**src/sapc_map.svh**
```systemverilog
// codes, widths and timing counts for the converter port control
`ifndef SAPC_MAP_SVH
`define SAPC_MAP_SVH
`define SAPC_RES_W        12
`define SAPC_CLK_MHZ      25
`define SAPC_BIT_NS       400
`define SAPC_BIT_CYC      ((`SAPC_BIT_NS * `SAPC_CLK_MHZ + 999) / 1000)
`define SAPC_ACQ_NS       1000
`define SAPC_ACQ_CYC      ((`SAPC_ACQ_NS * `SAPC_CLK_MHZ + 999) / 1000)
`define SAPC_BITS_LONG    12
`define SAPC_BITS_SHORT   8
`define SAPC_MID_LOW      12'h7FF
`define SAPC_MID_HIGH     12'h800
`define SAPC_TOP_CODE     12'hFFF
`endif

```
**src/sapc_pkg.sv**
```systemverilog
// shared types for the converter port control
package sapc_pkg;
  typedef enum logic [1:0] {
    SAPC_IDLE = 2'b00,
    SAPC_CONV = 2'b01,
    SAPC_ACQ  = 2'b10
  } sapc_state_e;
  typedef struct packed {
    logic [11:0] data;
    logic [11:0] oe;
  } sapc_bus_s;
endpackage

```
**src/sapc_sar.sv**
```systemverilog
// successive-approximation bit sequencer, msb first
`timescale 1ns/1ps
`include "sapc_map.svh"
module sapc_sar #(
  parameter int W = 12
) (
  input  wire logic         clk,
  input  wire logic         rst_n,
  input  wire logic         start,
  input  wire logic         short_cyc,
  input  wire logic         step,
  input  wire logic         comp_hi,
  output logic              done,
  output logic [W-1:0]      code
);
  logic [W-1:0] trial;
  logic [W-1:0] stop_bit;

  // -----------------------------
  // trial bit walk
  // -----------------------------
  // short cycle stops after the eighth bit; lower bits stay zero
  assign stop_bit = short_cyc ? W'(1 << (W - `SAPC_BITS_SHORT)) : W'(1);
  always_ff @(posedge clk or negedge rst_n) begin
    if (!rst_n) begin
      trial <= '0;
      code  <= '0;
      done  <= 1'b0;
    end else begin
      done <= 1'b0;
      if (start) begin
        trial <= W'(1 << (W - 1));
        code  <= W'(1 << (W - 1));
      end else if (step && trial != '0) begin
        // keep the bit while the dac sum stays below the input
        code <= (comp_hi ? code : (code & ~trial)) | ((trial == stop_bit) ? '0 : (trial >> 1));
        trial <= (trial == stop_bit) ? '0 : (trial >> 1);
        done  <= (trial == stop_bit);
      end
    end
  end
endmodule

```
**src/sapc_top.sv**
```systemverilog
// converter control and three-state result port
`timescale 1ns/1ps
`include "sapc_map.svh"
module sapc_top #(
  parameter int BIT_CYC = `SAPC_BIT_CYC,
  parameter int ACQ_CYC = `SAPC_ACQ_CYC
) (
  input  wire logic        CLK,
  input  wire logic        RST_N,
  input  wire logic        CHIP_EN,
  input  wire logic        CHIP_SEL_N,
  input  wire logic        READ_CONVERT,
  input  wire logic        WORD_WIDTH_SEL,
  input  wire logic        BYTE_SELECT_SHORT_CYCLE,
  input  wire logic        COMP_HI,
  output logic             CONVERSION_BUSY_FLAG,
  output logic             SAMPLE_HOLD,
  output logic [11:0]      DATA_OUT,
  output logic [11:0]      DATA_OE
);
  // -----------------------------
  // pin synchronisers
  // -----------------------------
  logic [4:0] s1, s2;
  logic       rc_q;
  always_ff @(posedge CLK or negedge RST_N) begin
    if (!RST_N) begin
      s1   <= 5'h00;
      s2   <= 5'h00;
      rc_q <= 1'b0;
    end else begin
      s1   <= {CHIP_EN, ~CHIP_SEL_N, READ_CONVERT, WORD_WIDTH_SEL, BYTE_SELECT_SHORT_CYCLE};
      s2   <= s1;
      rc_q <= s2[2];
    end
  end
  logic en, rc, wsel, bsel, sel_ok, fall;
  assign en     = s2[4];
  assign sel_ok = s2[3];
  assign rc     = s2[2];
  assign wsel   = s2[1];
  assign bsel   = s2[0];
  assign fall   = rc_q & ~rc;

  // -----------------------------
  // conversion sequencing
  // -----------------------------
  sapc_pkg::sapc_state_e state;
  logic        start, step, done, short_q;
  logic [11:0] code, result;
  logic [15:0] cnt;
  // a level low, or a fresh falling edge, while enabled starts a conversion
  assign start = (state == sapc_pkg::SAPC_IDLE) && en && sel_ok && (!rc || fall);
  assign step  = (state == sapc_pkg::SAPC_CONV) && (cnt == 16'(BIT_CYC - 1));

  sapc_sar #(.W(`SAPC_RES_W)) u_sar (
    .clk       (CLK),
    .rst_n     (RST_N),
    .start     (start),
    .short_cyc (short_q), // length latched at the start, not the live pin
    .step      (step),
    .comp_hi   (COMP_HI),
    .done      (done),
    .code      (code)
  );

  // start commands are ignored until the cycle, acquisition included, ends
  always_ff @(posedge CLK or negedge RST_N) begin
    if (!RST_N) begin
      state   <= sapc_pkg::SAPC_IDLE;
      cnt     <= 16'h0000;
      short_q <= 1'b0;
      result  <= 12'h000;
    end else begin
      unique case (state)
        sapc_pkg::SAPC_IDLE: begin
          cnt <= 16'h0000;
          if (start) begin
            state   <= sapc_pkg::SAPC_CONV;
            short_q <= bsel;
          end
        end
        sapc_pkg::SAPC_CONV: begin
          // restart on done too, so acquisition always opens at zero and lasts ACQ_CYC
          cnt <= (step || done) ? 16'h0000 : cnt + 16'h0001;
          if (done) begin
            state  <= sapc_pkg::SAPC_ACQ;
            result <= code; // plain binary, every code possible on a long cycle; a short cycle leaves bits 3:0 at zero
          end
        end
        sapc_pkg::SAPC_ACQ: begin
          cnt <= cnt + 16'h0001;
          if (cnt == 16'(ACQ_CYC - 1)) begin
            state <= sapc_pkg::SAPC_IDLE;
          end
        end
        default: state <= sapc_pkg::SAPC_IDLE;
      endcase
    end
  end

  // busy while converting or acquiring
  always_ff @(posedge CLK or negedge RST_N) begin
    if (!RST_N) begin
      CONVERSION_BUSY_FLAG <= 1'b0;
      SAMPLE_HOLD          <= 1'b0;
    end else begin
      CONVERSION_BUSY_FLAG <= start || (state == sapc_pkg::SAPC_CONV) ||
                              (state == sapc_pkg::SAPC_ACQ && cnt != 16'(ACQ_CYC - 1));
      SAMPLE_HOLD          <= start || (state == sapc_pkg::SAPC_CONV && !done);
    end
  end

  // -----------------------------
  // output organisation
  // -----------------------------
  function automatic sapc_pkg::sapc_bus_s org(input logic [11:0] r, input logic w, input logic b);
    sapc_pkg::sapc_bus_s o;
    o.data = r;
    o.oe   = 12'hFFF;
    if (!w) begin // two byte reads
      if (b) begin
        o.data = {4'h0, 4'h0, r[3:0]};
        o.oe   = 12'h0FF;
      end else begin
        o.data = {r[11:4], 4'h0};
        o.oe   = 12'hFF0;
      end
    end
    return o; // word mode drives all twelve
  endfunction

  logic rd_ok;
  sapc_pkg::sapc_bus_s bus;
  assign rd_ok = en && sel_ok && rc && (state != sapc_pkg::SAPC_CONV) && !start;
  assign bus   = org(result, wsel, bsel);
  // lines float whenever no enabled read is under way
  always_ff @(posedge CLK or negedge RST_N) begin
    if (!RST_N) begin
      DATA_OUT <= 12'h000;
      DATA_OE  <= 12'h000;
    end else begin
      DATA_OUT <= rd_ok ? bus.data : 12'h000;
      DATA_OE  <= rd_ok ? bus.oe : 12'h000;
    end
  end

  // -----------------------------
  // cycle length and per-state checks
  // -----------------------------
  // last conversion cycle counted from the start cycle: every bit takes BIT_CYC
  // cycles and done arrives one cycle after the final step
  localparam int LONG_LAST  = `SAPC_BITS_LONG * BIT_CYC + 1;
  localparam int SHORT_LAST = `SAPC_BITS_SHORT * BIT_CYC + 1;
  localparam int ACQ_LAST   = ACQ_CYC - 1;
endmodule

```
**config.mk**
```make
export PLATFORM = sky130hd
export DESIGN_NAME = sapc_top
export DESIGN_NICKNAME = d
export VERILOG_FILES = /design/src/sapc_pkg.sv /design/src/sapc_sar.sv /design/src/sapc_top.sv
export VERILOG_INCLUDE_DIRS = /design/src
export SDC_FILE = /design/constraint.sdc
export NUM_CORES = 1
export LEC_CHECK = 0
export ABC_AREA = 1
export BUFFER_PORTS_ARGS = -buffer_cell sky130_fd_sc_hd__buf_2
export CELL_PAD_IN_SITES_DETAIL_PLACEMENT = 0
export CELL_PAD_IN_SITES_GLOBAL_PLACEMENT = 1
export CORE_MARGIN = 3
export CORE_UTILIZATION = 40
export CTS_CLUSTER_DIAMETER = 100
export DETAILED_ROUTE_END_ITERATION = 10
export PLACE_DENSITY = 0.78
export SKIP_CTS_REPAIR_TIMING = 1
export SLEW_MARGIN = 20
export SYNTH_ARGS = -nofsm -noshare
export SYNTH_HDL_FRONTEND = slang
export SYNTH_SLANG_ARGS = --single-unit
```
**constraint.sdc**
```tcl
create_clock -name CLK -period 4.93 [get_ports CLK]
set_input_delay 0.7395 -clock CLK [delete_from_list [all_inputs] [get_ports CLK]]
set_output_delay 0.7395 -clock CLK [all_outputs]
set_load 0.01 [all_outputs]
```
After elaboration in Yosys (flattened, before gate mapping)
Index checks and enable logic that the tools add are counted.
{"block": "totals", "wordCells": 76, "in_bits": 8, "ff_bits": 93, "output_inout_bits": 26}
{"block": "classes", "muxes": 19, "reduce_logical": 26, "n_addsub": 1, "bitwise": 6, "n_eq_ne": 10}
{"op": "12-bit 2-to-1 mux", "count": 7}
{"op": "24-bit 2-to-1 mux", "count": 2}
{"op": "16-bit case mux with 3 select lines", "count": 1}
{"op": "16-bit by 1-bit adder with 16-bit output (second input constant)", "count": 1}
{"op": "16-bit by 4-bit == test with 1-bit output (second input constant)", "count": 1}
{"op": "16-bit by 5-bit == test with 1-bit output (second input constant)", "count": 1}
{"op": "16-bit 2-to-1 mux", "count": 1}
{"op": "16-bit by 5-bit != test with 1-bit output (second input constant)", "count": 1}
{"op": "12-bit AND", "count": 1}
{"op": "12-bit == test", "count": 1}
{"op": "12-bit NOT", "count": 1}
{"op": "12-bit bitwise OR", "count": 1}
{"op": "12-bit nonzero test", "count": 1}
{"op": "1-bit logical AND", "count": 11}
{"op": "11-bit 2-to-1 mux", "count": 1}
{"op": "2-bit 2-to-1 mux", "count": 3}
{"op": "2-bit case mux with 3 select lines", "count": 1}
{"op": "1-bit logical OR", "count": 5}
{"op": "5-bit 2-to-1 mux", "count": 1}
{"op": "2-bit by 1-bit != test with 1-bit output (second input constant)", "count": 2}
{"op": "2-bit != test (second input constant)", "count": 2}
{"op": "2-bit AND reduction", "count": 2}
{"op": "1-bit zero test", "count": 3}
{"op": "3-bit AND reduction", "count": 1}
{"op": "other kinds (8)", "count": 10}

Logic depth before layout (Yosys ltp)
Gate-level depths: netlist (run 1).
{"block": "logic_depth", "ltp_word": 7, "ltp_mapped": 12, "ltp_nobuf": 12}

Cells and area by module
Synthesis (run 1) repeated with hierarchy kept, for this count alone.
{"block": "unflattened", "hier_cells": 481, "area_unflattened_um2": 3980.1}
{"mod": "sapc_top", "area_each_um2": 2663.8, "instances": 1, "cells_per_inst": 313, "seq_area_each_um2": 1451.4}
{"mod": "sapc_sar", "area_each_um2": 1316.3, "instances": 1, "cells_per_inst": 168, "seq_area_each_um2": 625.6}

Worst setup path before layout (run 1)
OpenSTA, ideal clock, no wires.
{"block": "synth_timing", "path_type": "register -> register", "startpoint": "reg state[1]", "endpoint": "reg u_sar.code[5]", "arrival_time_ns": 1.429, "path_buffers": 1, "setup_time_ns": 0.119, "period_less_slack_ns": 1.548, "required_ns": 4.811, "path_slack_ns": 3.382, "path_stages_with_launch": 13, "path_cell_list": "dfrtp_1 inv_1 ha_1 nand2_1 inv_1 nand2_1 nor2_2 nand2_2 clkinv_4 nand2_4 buf_6 o21ai_2 nand2_1"}
{"block": "synth_between", "elab_chain_len": 5, "word_cells_on_any_way": 9, "classes_between": "eq/ne: 1; mux: 1; reduce/logical: 7"}
{"element": "from (decl)", "line_no": "sapc_top.sv:48", "rtl": "sapc_pkg::sapc_state_e state;"}
{"element": "from (signal assigned)", "line_no": "sapc_top.sv:70", "rtl": "state <= sapc_pkg::SAPC_IDLE;"}
{"element": "from (signal assigned)", "line_no": "sapc_top.sv:79", "rtl": "state <= sapc_pkg::SAPC_CONV;"}
{"element": "from (signal assigned)", "line_no": "sapc_top.sv:87", "rtl": "state <= sapc_pkg::SAPC_ACQ;"}
{"element": "2-bit zero test", "line_no": "sapc_top.sv:53", "rtl": "assign start = (state == sapc_pkg::SAPC_IDLE) && en && sel_ok && (!rc || fall);"}
{"element": "1-bit logical AND (3 in series)", "line_no": "sapc_top.sv:53"}
{"element": "12-bit 2-to-1 mux or 2-bit nonzero test (tied branches)"}
{"element": "to (signal assigned)", "line_no": "sapc_sar.sv:33", "rtl": "code <= W'(1 << (W - 1));"}
{"element": "to (signal assigned)", "line_no": "sapc_sar.sv:36", "rtl": "code <= (comp_hi ? code : (code & ~trial)) | ((trial == stop_bit) ? '0 : (trial >> 1));"}
{"element": "to (decl)", "line_no": "sapc_sar.sv:14", "rtl": "output logic [W-1:0] code"}
Several ways; a longest one is shown, not always the timed one.
A chain may end at the register's enable or synchronous reset.

Worst setup path after layout (run 1)
{"block": "layout_timing", "startpoint": "reg state[1]", "endpoint": "reg DATA_OUT[5]"}
{"block": "layout_between", "elab_chain_len": 7, "word_cells_on_any_way": 9, "classes_between": "eq/ne: 1; mux: 1; reduce/logical: 7"}
{"element": "2-bit zero test", "line_no": "sapc_top.sv:53"}
{"element": "1-bit logical AND (3 in series)", "line_no": "sapc_top.sv:53"}
{"element": "1-bit zero test", "line_no": "sapc_top.sv:135", "rtl": "assign rd_ok = en && sel_ok && rc && (state != sapc_pkg::SAPC_CONV) && !start;"}
{"element": "1-bit logical AND *", "line_no": "sapc_top.sv:135"}
{"element": "named net rd_ok", "line_no": "sapc_top.sv:133", "rtl": "logic rd_ok;"}
{"element": "12-bit 2-to-1 mux *", "line_no": "sapc_top.sv:143", "rtl": "DATA_OUT <= rd_ok ? bus.data : 12'h000;"}
{"element": "to (signal assigned)", "line_no": "sapc_top.sv:143"}
{"element": "to (decl)", "line_no": "sapc_top.sv:18", "rtl": "output logic [11:0] DATA_OUT,"}
The timed path passes the listed nets; every way through them passes the cells marked *.

==> metrics, run 1 <==
largest net degree at the start of global routing 84; Synth Warn # 0; Synthesized Nets 491; Critical Path AT 2.28 ns; number of synthesized flops with an enable pin 0; Hold Path Class register to register; share of layout cells above drive strength 1 12.9%; clock latency on the worst-skew pair 0.35 ns; RSZ-0062 raised after global routing false; Total Routed Length ~7400 microns; crit path kind register to register; Core Rows 35; dpl hpwl approximately 5000 microns; GRT Total Usage 14.5%; DRT antenna net count 0; via count around 2.9k; die area ~11000 sq um; Die Wd around 100 microns; final worst-path cycle share approximately two fifths; Post-DP Area roughly 4100 sq um; setup violators final 0; worst endpoint required time between 5 and 6 ns; synth unique cells 27; achievable clock frequency roughly 0.5 GHz; cts bufs inserted 9; maximum vdd drop roughly 0.14 mV; worst-path fanout max 8; fin. max-slew vios 0; H-tree depth 3; Place WS about 2.7 ns; initial antenna violation count 0; minimum clock period between 1.5 and 2 ns; gr ovfl total 0; crit path setup slack, layout 2.94 ns; Remaining DRCs 0; CTS tree done; IO buf count 33; core region area 9370 sq um; Worst R2R Setup Slack 2.94 ns; final hold vios 0; register area share after synthesis 53.1%; Avg Vias per Cell 4.61; Hold Slack 0.353 ns; Mapped Cells ~480; Rel. slew slack 50.9%; total power draw roughly 1500 uW; Setup crit end kind register; Area growth, synth to finish 10.8%; max_cap viols 0; Design Area, Final around 4300 sq um; status finished clean; DR pass1 iterations 4; nets@finish roughly 510; pwr dens ~350 nW/um^2; die height approximately 100 microns; Post-Syn Area approximately 3900 sq um; Reg clk slew, reported paths ~0.090 ns; Sink Count 83; Initial Utilization around two fifths; IO Pins 34; clk_skew approximately 0.0084 ns; first-pass GRT wire length about 13000 microns; crit path launch type register; Top FF cell, synth dfrtp_1; Fill cells about 900; antenna cells 0; 1st-iter DRT viols between 150 and 200; vias in the first global route 2756; Mean Syn Cell Area 8.23 sq um; Yosys reg bits 83; drt wl/cell 11.8 microns; Max Root-Sink Buffers 2; clock tree root driver cell clkbuf_8; Post-synth ARST share 100%; RePlAce Congestion between 0.7 and 0.8; leakage ~0.0022 uW; setup TNS after final layout 0 ns; Worst-Margin Slew around 0.74 ns
path summary, 6_finish.rpt:
check                          from           to  cells past startpoint
max in group asynchronous     RST_N    result[3]                      1
min                           s1[4]        s2[4]                      0
min reg2reg                   s1[4]        s2[4]                      0
max                        state[1]  DATA_OUT[5]                      7
min in group asynchronous     RST_N      cnt[11]                      1
max reg2reg                state[1]  DATA_OUT[5]                      7
layout by cell type, fill, tap and decap left out, types with 3 or more instances in the layout:
| cell type | n |
|---|---|
| o21ai_0 | 21 |
| nand2_2 | 3 |
| inv_1 | 63 |
| xor2_1 | 5 |
| dfrtp_1 | 83 |
| a21oi_1 | 6 |
| buf_2 | 32 |
| nor2_2 | 4 |
| nor2_1 | 56 |
| inv_6 | 4 |
| nand3b_1 | 5 |
| nand2_1 | 127 |
| nor3_1 | 3 |
| o21ai_1 | 7 |
| ha_1 | 8 |
| nand3_1 | 44 |
| nand4_1 | 9 |
| clkbuf_8 | 9 |
registers in the layout (all words and copies together), names as in the netlist:
| name | flops |
|---|---|
| cnt | 16 |
| u_sar.trial | 12 |
| short_q | 1 |
| DATA_OE | 3 |
| state | 2 |
| DATA_OUT | 12 |
| s1 | 5 |
| u_sar.code | 12 |
| u_sar.done | 1 |
| result | 12 |
| SAMPLE_HOLD | 1 |
| CONVERSION_BUSY_FLAG | 1 |
| s2 | 5 |
worst max-delay path: stages (launching register included):
cell and delay [ns]:
dfrtp_1 0.40, inv_1 0.09, ha_1 0.26, nor3_1 0.57, inv_1 0.13, a21oi_1 0.20, inv_1 0.16, nor2_1 0.12
Yosys cell counts (4+ instances only):
cell type	count	area (sq um)
ha_1	8	100
buf_4	9	67.6
nand3b_1	5	37.5
xor2_1	5	43.8
clkbuf_1	6	22.5
nand2_1	127	477
a21oi_1	6	30.0
dfrtp_1	83	2080
o21ai_1	7	35.0
nand3_1	44	220
nand4_1	9	56.3
buf_6	4	45.0
inv_1	63	236
nor2_1	57	214
o21ai_0	21	105
cells by family (layout without fill, tap and decap cells):
logic type                 Yosys count  after routing  synth area share [%]
and+or+nand+nor                    254            254                  27.9
buffers and inverters               88            116                  10.3
DFF                                 83             83                  53.1
AOI/OAI and AO/OA                   36             36                  4.80
adders and majority gates            8              8                  2.56
xor gates and xnor gates             6              6                  1.34
metrics by stage:
step / instances / utilization (%)
floorplan: 475 / -
global placement: 616 / 43.7
detailed placement: 616 / 43.7
CTS: 632 / 46.1
global route: 632 / 46.2
finish: 632 / 46.2
layer usage:
metal | part of all wire [%] | global-route usage (%) | routed length [microns]
met4 | 0.52 | 4.12 | 39
met3 | 5.5 | 4.08 | 408
met2 | 45 | 22.1 | 3310
met1 | 49 | 20.2 | 3670
met5 | 0 | 0 | 0
power by group:
group | switching [uW] | internal [uW] | leakage, uW
combinational | 149 | 56.3 | 0.000968
sequential | 20.6 | 717 | 0.00112
clock | 260 | 293 | 0.000115
layout make-up:
cell class                 count  area (sq um)  share of cell area, %
clock buffer                   9           124                   2.86
clock inverter                 7           104                   2.40
inverter                      66           253                   5.84
multi-input combinational    304          1430                   33.1
sequential                    83          2080                   48.0
tap                          129           161                   3.73
timing repair buffer          34           179                   4.13
Note: power is estimated with default switching activity, not from simulation.
==> run 2, diff against run 1 <==
ABC_AREA = 0   (was 1)
PLACE_DENSITY = 0.77   (was 0.78)
clock period = 1.6 ns   (was 4.93 ns; I/O delays follow)
==> run 2 against run 1 <==
- total power rose to 3.4 times the previous value
- largest cell class unchanged
- fmax fell by 18%
- sequential cell count did not move
- highest routed layer unchanged
- routed wire length fell by 1.4%
- critical path depth did not move
- register-to-register slack got worse by 3.8 ns
- global-route usage rose by 0.63 points
- die area fell by 9.1%
- hold slack got worse by 0.32 ns
- combinational power rose to 5.8 times the previous value
- first-iteration DRC count fell by 35%
- clock skew rose by 0.0038 ns
- the run now ends with negative setup slack left
==> metrics, run 2 <==
status finished with violations; failing checks negative setup slack; Place WS -0.878 ns (-3.60 ns); commonest cells in the netlist dfrtp_1, nand2_1, a22o_1; via count 2644 (-9.2%); H-tree depth 3 (unchanged); minimum clock period 2.42 ns (+0.427 ns); 1st-iter DRT viols 110 (-35%); CP max stage cell or4_4; largest cells by area after synthesis dfrtp_1, mux2_2, a22o_1; Rel. slew slack 71.5% (+21 points); total power draw 5070 uW (+240%); share of layout cells above drive strength 1 40.2% (+27 points); setup TNS after final layout -30.65 ns (-30.65 ns); leakage 0.00247 uW (+12%); CTS tree done; vias in the first global route 2551 (-7.4%); fin. max-slew vios 0 (unchanged); Top FF cell, synth dfrtp_1; most common cell in the netlist dfrtp_1; initial antenna violation count 0 (unchanged); clk_skew 0.0122 ns (+0.00382 ns); final hold vios 0 (unchanged); worst-path fanout max 6 (-2); Synth area leader dfrtp_1; Synthesized Nets 316 (-36%); crit path kind register to register; nets@finish 416 (-19%); crit path launch type register; Reg with most FFs cnt; RSZ-0062 raised after global routing true; most frequent cells in the layout dfrtp_1, buf_4, buf_2; Area growth, synth to finish 33.3%; final worst-path cycle share 151% (+110 points); Synth Warn # 0 (unchanged); Core Rows 33 (-5.7%); IO Pins 34 (unchanged); Synth top area share 58.8% (+5.6 points); storage element area 2080 sq um (unchanged); Die Wd 100 microns (-4.6%); max incr delay on CP 0.56 ns (about the same); Max Root-Sink Buffers 2 (unchanged); Largest register FFs 16 (unchanged); pwr dens 1080 nW/um^2 (+210%); DR pass1 iterations 4 (unchanged); Mapped Cells 300 (-37%); die area 10000 sq um (-9.1%); commonest non-fill, non-tap cell in the layout dfrtp_1; antenna cells 0 (unchanged); DRT antenna net count 0 (unchanged); max_cap viols 0 (unchanged); Core Util, Final 56.2% (+10 points); number of synthesized flops with an enable pin 0 (unchanged); clock latency on the worst-skew pair 0.35 ns (about the same); Reg clk slew, reported paths 0.09 ns (about the same); crit path setup slack, layout -0.819 ns (-3.76 ns); die height 100 microns (-4.6%); Post-Syn Area 3530 sq um (-9.6%); Critical Path AT 2.65 ns (+0.37 ns); CP Cell Sequence inv_2 -> ha_1 -> or4bb_1 -> or4_4 -> a41o_4 -> and3_4 -> a221o_1; dpl hpwl 4830 microns (-3.3%); Hold Slack 0.0375 ns (-0.315 ns); Worst-Margin Slew 0.428 ns (-0.308 ns); setup violators final 44 (+44); Remaining DRCs 0 (unchanged); gr ovfl total 0 (unchanged); drt wl/cell 14.4 microns (+22%); synth unique cells 46 (+70%); Hold Path Class input port to register; Buf+Inv Stages, Crit Path 1 (-2); Initial Utilization 42.2% (+0.45 points); area of the multi-input gates 1440 sq um (+0.79%); Mean Syn Cell Area 11.8 sq um (+43%); worst endpoint required time 1.83 ns (-3.39 ns); RePlAce Congestion 0.789 (+0.71%); first-pass GRT wire length 12000 microns (-7.5%); Sink Count 83 (unchanged); IO buf count 33 (unchanged); largest net degree at the start of global routing 84 (unchanged); Fill cells 697 (-25%); Post-synth ARST share 100% (unchanged); core region area 8380 sq um (-11%); Avg Vias per Cell 5.18 (+13%); register area share after synthesis 58.8% (+5.6 points); GRT Total Usage 15.1% (+0.63 points); Yosys reg bits 83 (unchanged); clock tree root driver cell clkbuf_8; maximum vdd drop 0.457 mV (+220%); achievable clock frequency 0.413 GHz (-18%); Crit path max-delay family simple AND/OR/NAND/NOR gates; Total Routed Length 7330 microns (-1.4%); cts bufs inserted 9 (unchanged); Setup crit end kind register
## run 2: kinds of logic (layout without fill, tap and decap cells)
family,Yosys count,in the layout,synth area share [%]
AOI/OAI and AO/OA,63,64,13.2
xor gates and xnor gates,5,5,1.24
and+or+nand+nor,97,97,15.0
buffers and inverters,30,134,4.53
adders and majority gates,8,8,2.83
muxes,14,14,4.46
DFF,83,83,58.8
## run 2: worst paths after layout
kind | cells after the start | slack, ns | from | to
max in group asynchronous | 3 | 0.81 | RST_N | cnt[14]
min | 2 | 0.04 | CHIP_SEL_N | s1[3]
min reg2reg | 0 | 0.35 | s1[0] | s2[0]
min in group asynchronous | 3 | 0.45 | RST_N | s2[0]
max reg2reg | 7 | -0.82 | cnt[1] | cnt[9]
max | 7 | -0.82 | cnt[1] | cnt[9]
## run 2: final cells by class
class                           count  share of cell area [%]
Clock inverter                      6                    1.51
Multi-Input combinational cell    188                    30.7
Inverter                           10                   0.797
Clock buffer                       10                    2.92
Sequential cell                    83                    44.1
Timing Repair Buffer              108                    17.2
Tap cell                          105                    2.79
## run 2: per-stage QoR
stage,std cells,area (sq um)
after floorplan,300,3570
after global placement,482,4260
after detailed placement,482,4260
after CTS,498,4470
after global routing,510,4710
final,510,4710
## run 2: where the power goes
part | internal, uW | total [uW] | switching (uW)
sequential | 2230 | 2310 | 85.5
clock | 777 | 1560 | 780
combinational | 624 | 1200 | 573
total | 3630 | 5070 | 1440
## run 2: routing by layer
metal	share of wire [%]	GRT usage [%]	up-vias
met3	4.3	4.52	12
met2	51	25.3	49
met1	43	18.9	1322
li1	-	-	1261
met4	1.9	4.77	0
met5	0	0	-
==> run 3, diff against run 2 <==
CELL_PAD_IN_SITES_DETAIL_PLACEMENT = default   (was 0)
CELL_PAD_IN_SITES_GLOBAL_PLACEMENT = default   (was 1)
PLACE_DENSITY = 0.66   (was 0.77)
==> run 3 against run 2 <==
- the flow finishes with violations (negative hold slack, negative setup slack)
- clock skew is 0.0044 ns higher
- via count increased by 1.7%
- register-to-register slack got worse by 0.04 ns
- die area unchanged
- combinational power is 3% higher
- sequential cell count unchanged
- critical path depth increased by 1
- total power is 0.67% lower
- highest routed layer unchanged
==> metrics, run 3 (synthesis gave the netlist of run 2 again) <==
maximum vdd drop 0.460 mV (+0.66%); vias in the first global route 2613 (+2.4%); RSZ-0062 raised after global routing true; crit path setup slack, layout -0.863 ns (-0.0443 ns); Remaining DRCs 0 (unchanged); final worst-path cycle share 154% (+2.8 points); setup TNS after final layout -30.51 ns (+0.142 ns); Hold Path Class input port to register; crit path kind register to register; Avg Vias per Cell 5.21 (+0.48%); via count 2688 (+1.7%); antenna cells 0 (unchanged); CTS tree done; Hold Slack -0.00123 ns (-0.0387 ns); IO buf count 33 (unchanged); Core Rows 33 (unchanged); IO Pins 34 (unchanged); drt wl/cell 15.4 microns (+7.2%); core region area 8380 sq um (unchanged); reg2reg path depth 8 (+1); placed cells 485 (+0.62%); Endpoint, Worst Hold s1[3]; Largest register FFs 16 (unchanged); setup violators final 49 (+11%); clock latency on the worst-skew pair 0.37 ns (+0.02 ns); failing checks negative hold slack, negative setup slack; 1st-iter DRT viols 72 (-35%); status finished with violations; crit path launch type register; DRT antenna net count 0 (unchanged); die height 100 microns (unchanged); Reg with most FFs cnt; Worst R2R Setup Slack -0.86 ns (-0.04 ns); Critical Path AT 2.73 ns (+0.08 ns); cts bufs inserted 9 (unchanged); worst endpoint required time 1.87 ns (+0.04 ns); die area 10000 sq um (unchanged); Sink Count 83 (unchanged); most frequent cells in the layout dfrtp_1, buf_4, buf_2; achievable clock frequency 0.406 GHz (-1.8%); Reg clk slew, reported paths 0.10 ns (about the same); DR pass1 iterations 4 (unchanged); Die Wd 100 microns (unchanged); clk_skew 0.0165 ns (+0.00437 ns); max_cap viols 0 (unchanged); non-filler cells, final 516 (+1.2%); pwr dens 1050 nW/um^2 (-2.3%); Setup crit end kind register; dpl hpwl 5080 microns (+5.1%); FF-to-FF End cnt[4]; H-tree depth 3 (unchanged); r2r startpoint cnt[1]; clock tree root driver cell clkbuf_8; Initial Utilization 42.2% (unchanged); RePlAce Congestion 0.869 (+10%); Max Root-Sink Buffers 2 (unchanged); leakage 0.00252 uW (+1.9%); commonest non-fill, non-tap cell in the layout dfrtp_1; fin. max-slew vios 0 (unchanged); initial antenna violation count 0 (unchanged); worst-path fanout max 8 (+2); minimum clock period 2.46 ns (+0.0443 ns); share of layout cells above drive strength 1 41.6% (+1.4 points); largest net degree at the start of global routing 53 (-37%); Hold Startpoint CHIP_SEL_N; gr ovfl total 0 (unchanged); GRT Total Usage 15.9% (+0.78 points); Area growth, synth to finish 35.6%; worst hold path depth 2 (unchanged); first-pass GRT wire length 12500 microns (+4.2%); Worst-Margin Slew 0.372 ns (-0.0556 ns); nets@finish 422 (+1.4%); final hold vios 1 (+1); Rel. slew slack 75.0% (+3.5 points); Total Routed Length 7950 microns (+8.5%)
[run 3: cell types whose count changed in the layout (fill, tap and decap cells not counted), sizes merged]
cell / delta
clkinvlp: -2
inv: +2
clkinv: +1
buf: +7
a41o: -1
bufinv: -1
[run 3: how the worst max path moves through the flow]
stage	startpoint	end	depth (start not counted)
2_1_floorplan	cnt[1]	cnt[9]	8
3_3_place_gp	cnt[1]	cnt[9]	7
3_5_place_dp	cnt[1]	cnt[9]	7
5_1_grt	cnt[1]	u_sar.code[3]	8
4_1_cts	cnt[1]	cnt[9]	7
6_report	cnt[1]	cnt[4]	8
[run 3: power by group]
part / switching, uW / total, uW / internal, uW / leakage [uW]
clock network: 845 / 1480 / 634 / 0.0000983
logic: 595 / 1240 / 643 / 0.00130
registers: 89.5 / 2320 / 2230 / 0.00111
total: 1530 / 5040 / 3510 / 0.00252
[run 3: through the flow]
| step | hold slack, ns | total power (uW) | worst slack (ns) | utilization (%) | area [sq um] |
|---|---|---|---|---|---|
| 6_report | -0.00123 | 5040 | -0.863 | 57.2 | 4790 |
| 5_1_grt | 0.00422 | 5300 | -0.952 | 57.2 | 4790 |
| 4_1_cts | -0.197 | 4860 | -0.872 | 53.5 | 4490 |
| 3_5_place_dp | 0.220 | 3380 | -0.840 | 51.3 | 4300 |
| 3_3_place_gp | 0.215 | 3340 | -0.802 | 51.3 | 4300 |
| 2_1_floorplan | -0.0556 | 2920 | -0.840 | - | 3570 |
[run 3: area by class of cell]
cell class,instances,area [sq um]
timing repair buffer,115,897
sequential,83,2080
clock inverter,6,52.6
clock buffer,10,138
inverter,10,40.0
tap,105,131
fill,694,3590
multi-input combinational,187,1460
[run 3: metal layers]
metal  vias to the layer above  share of wire (%)  wire length, microns  track usage [%]
li1                       1270                  -                     -                -
met1                      1351                 43                  3450             19.8
met2                        55                 52                  4100             26.9
met3                        12                3.4                   267             3.34
met4                         0                1.7                   133             6.63
met5                         -                  0                     0                0
[run 3: critical path: stages, from the launching register on]
cell and delay [ns]:
dfrtp_1 0.40, inv_2 0.08, ha_4 0.11, or4bb_1 0.47, or4_4 0.54, a41o_4 0.29, buf_12 0.14, a21o_1 0.14
a22o_1 0.18
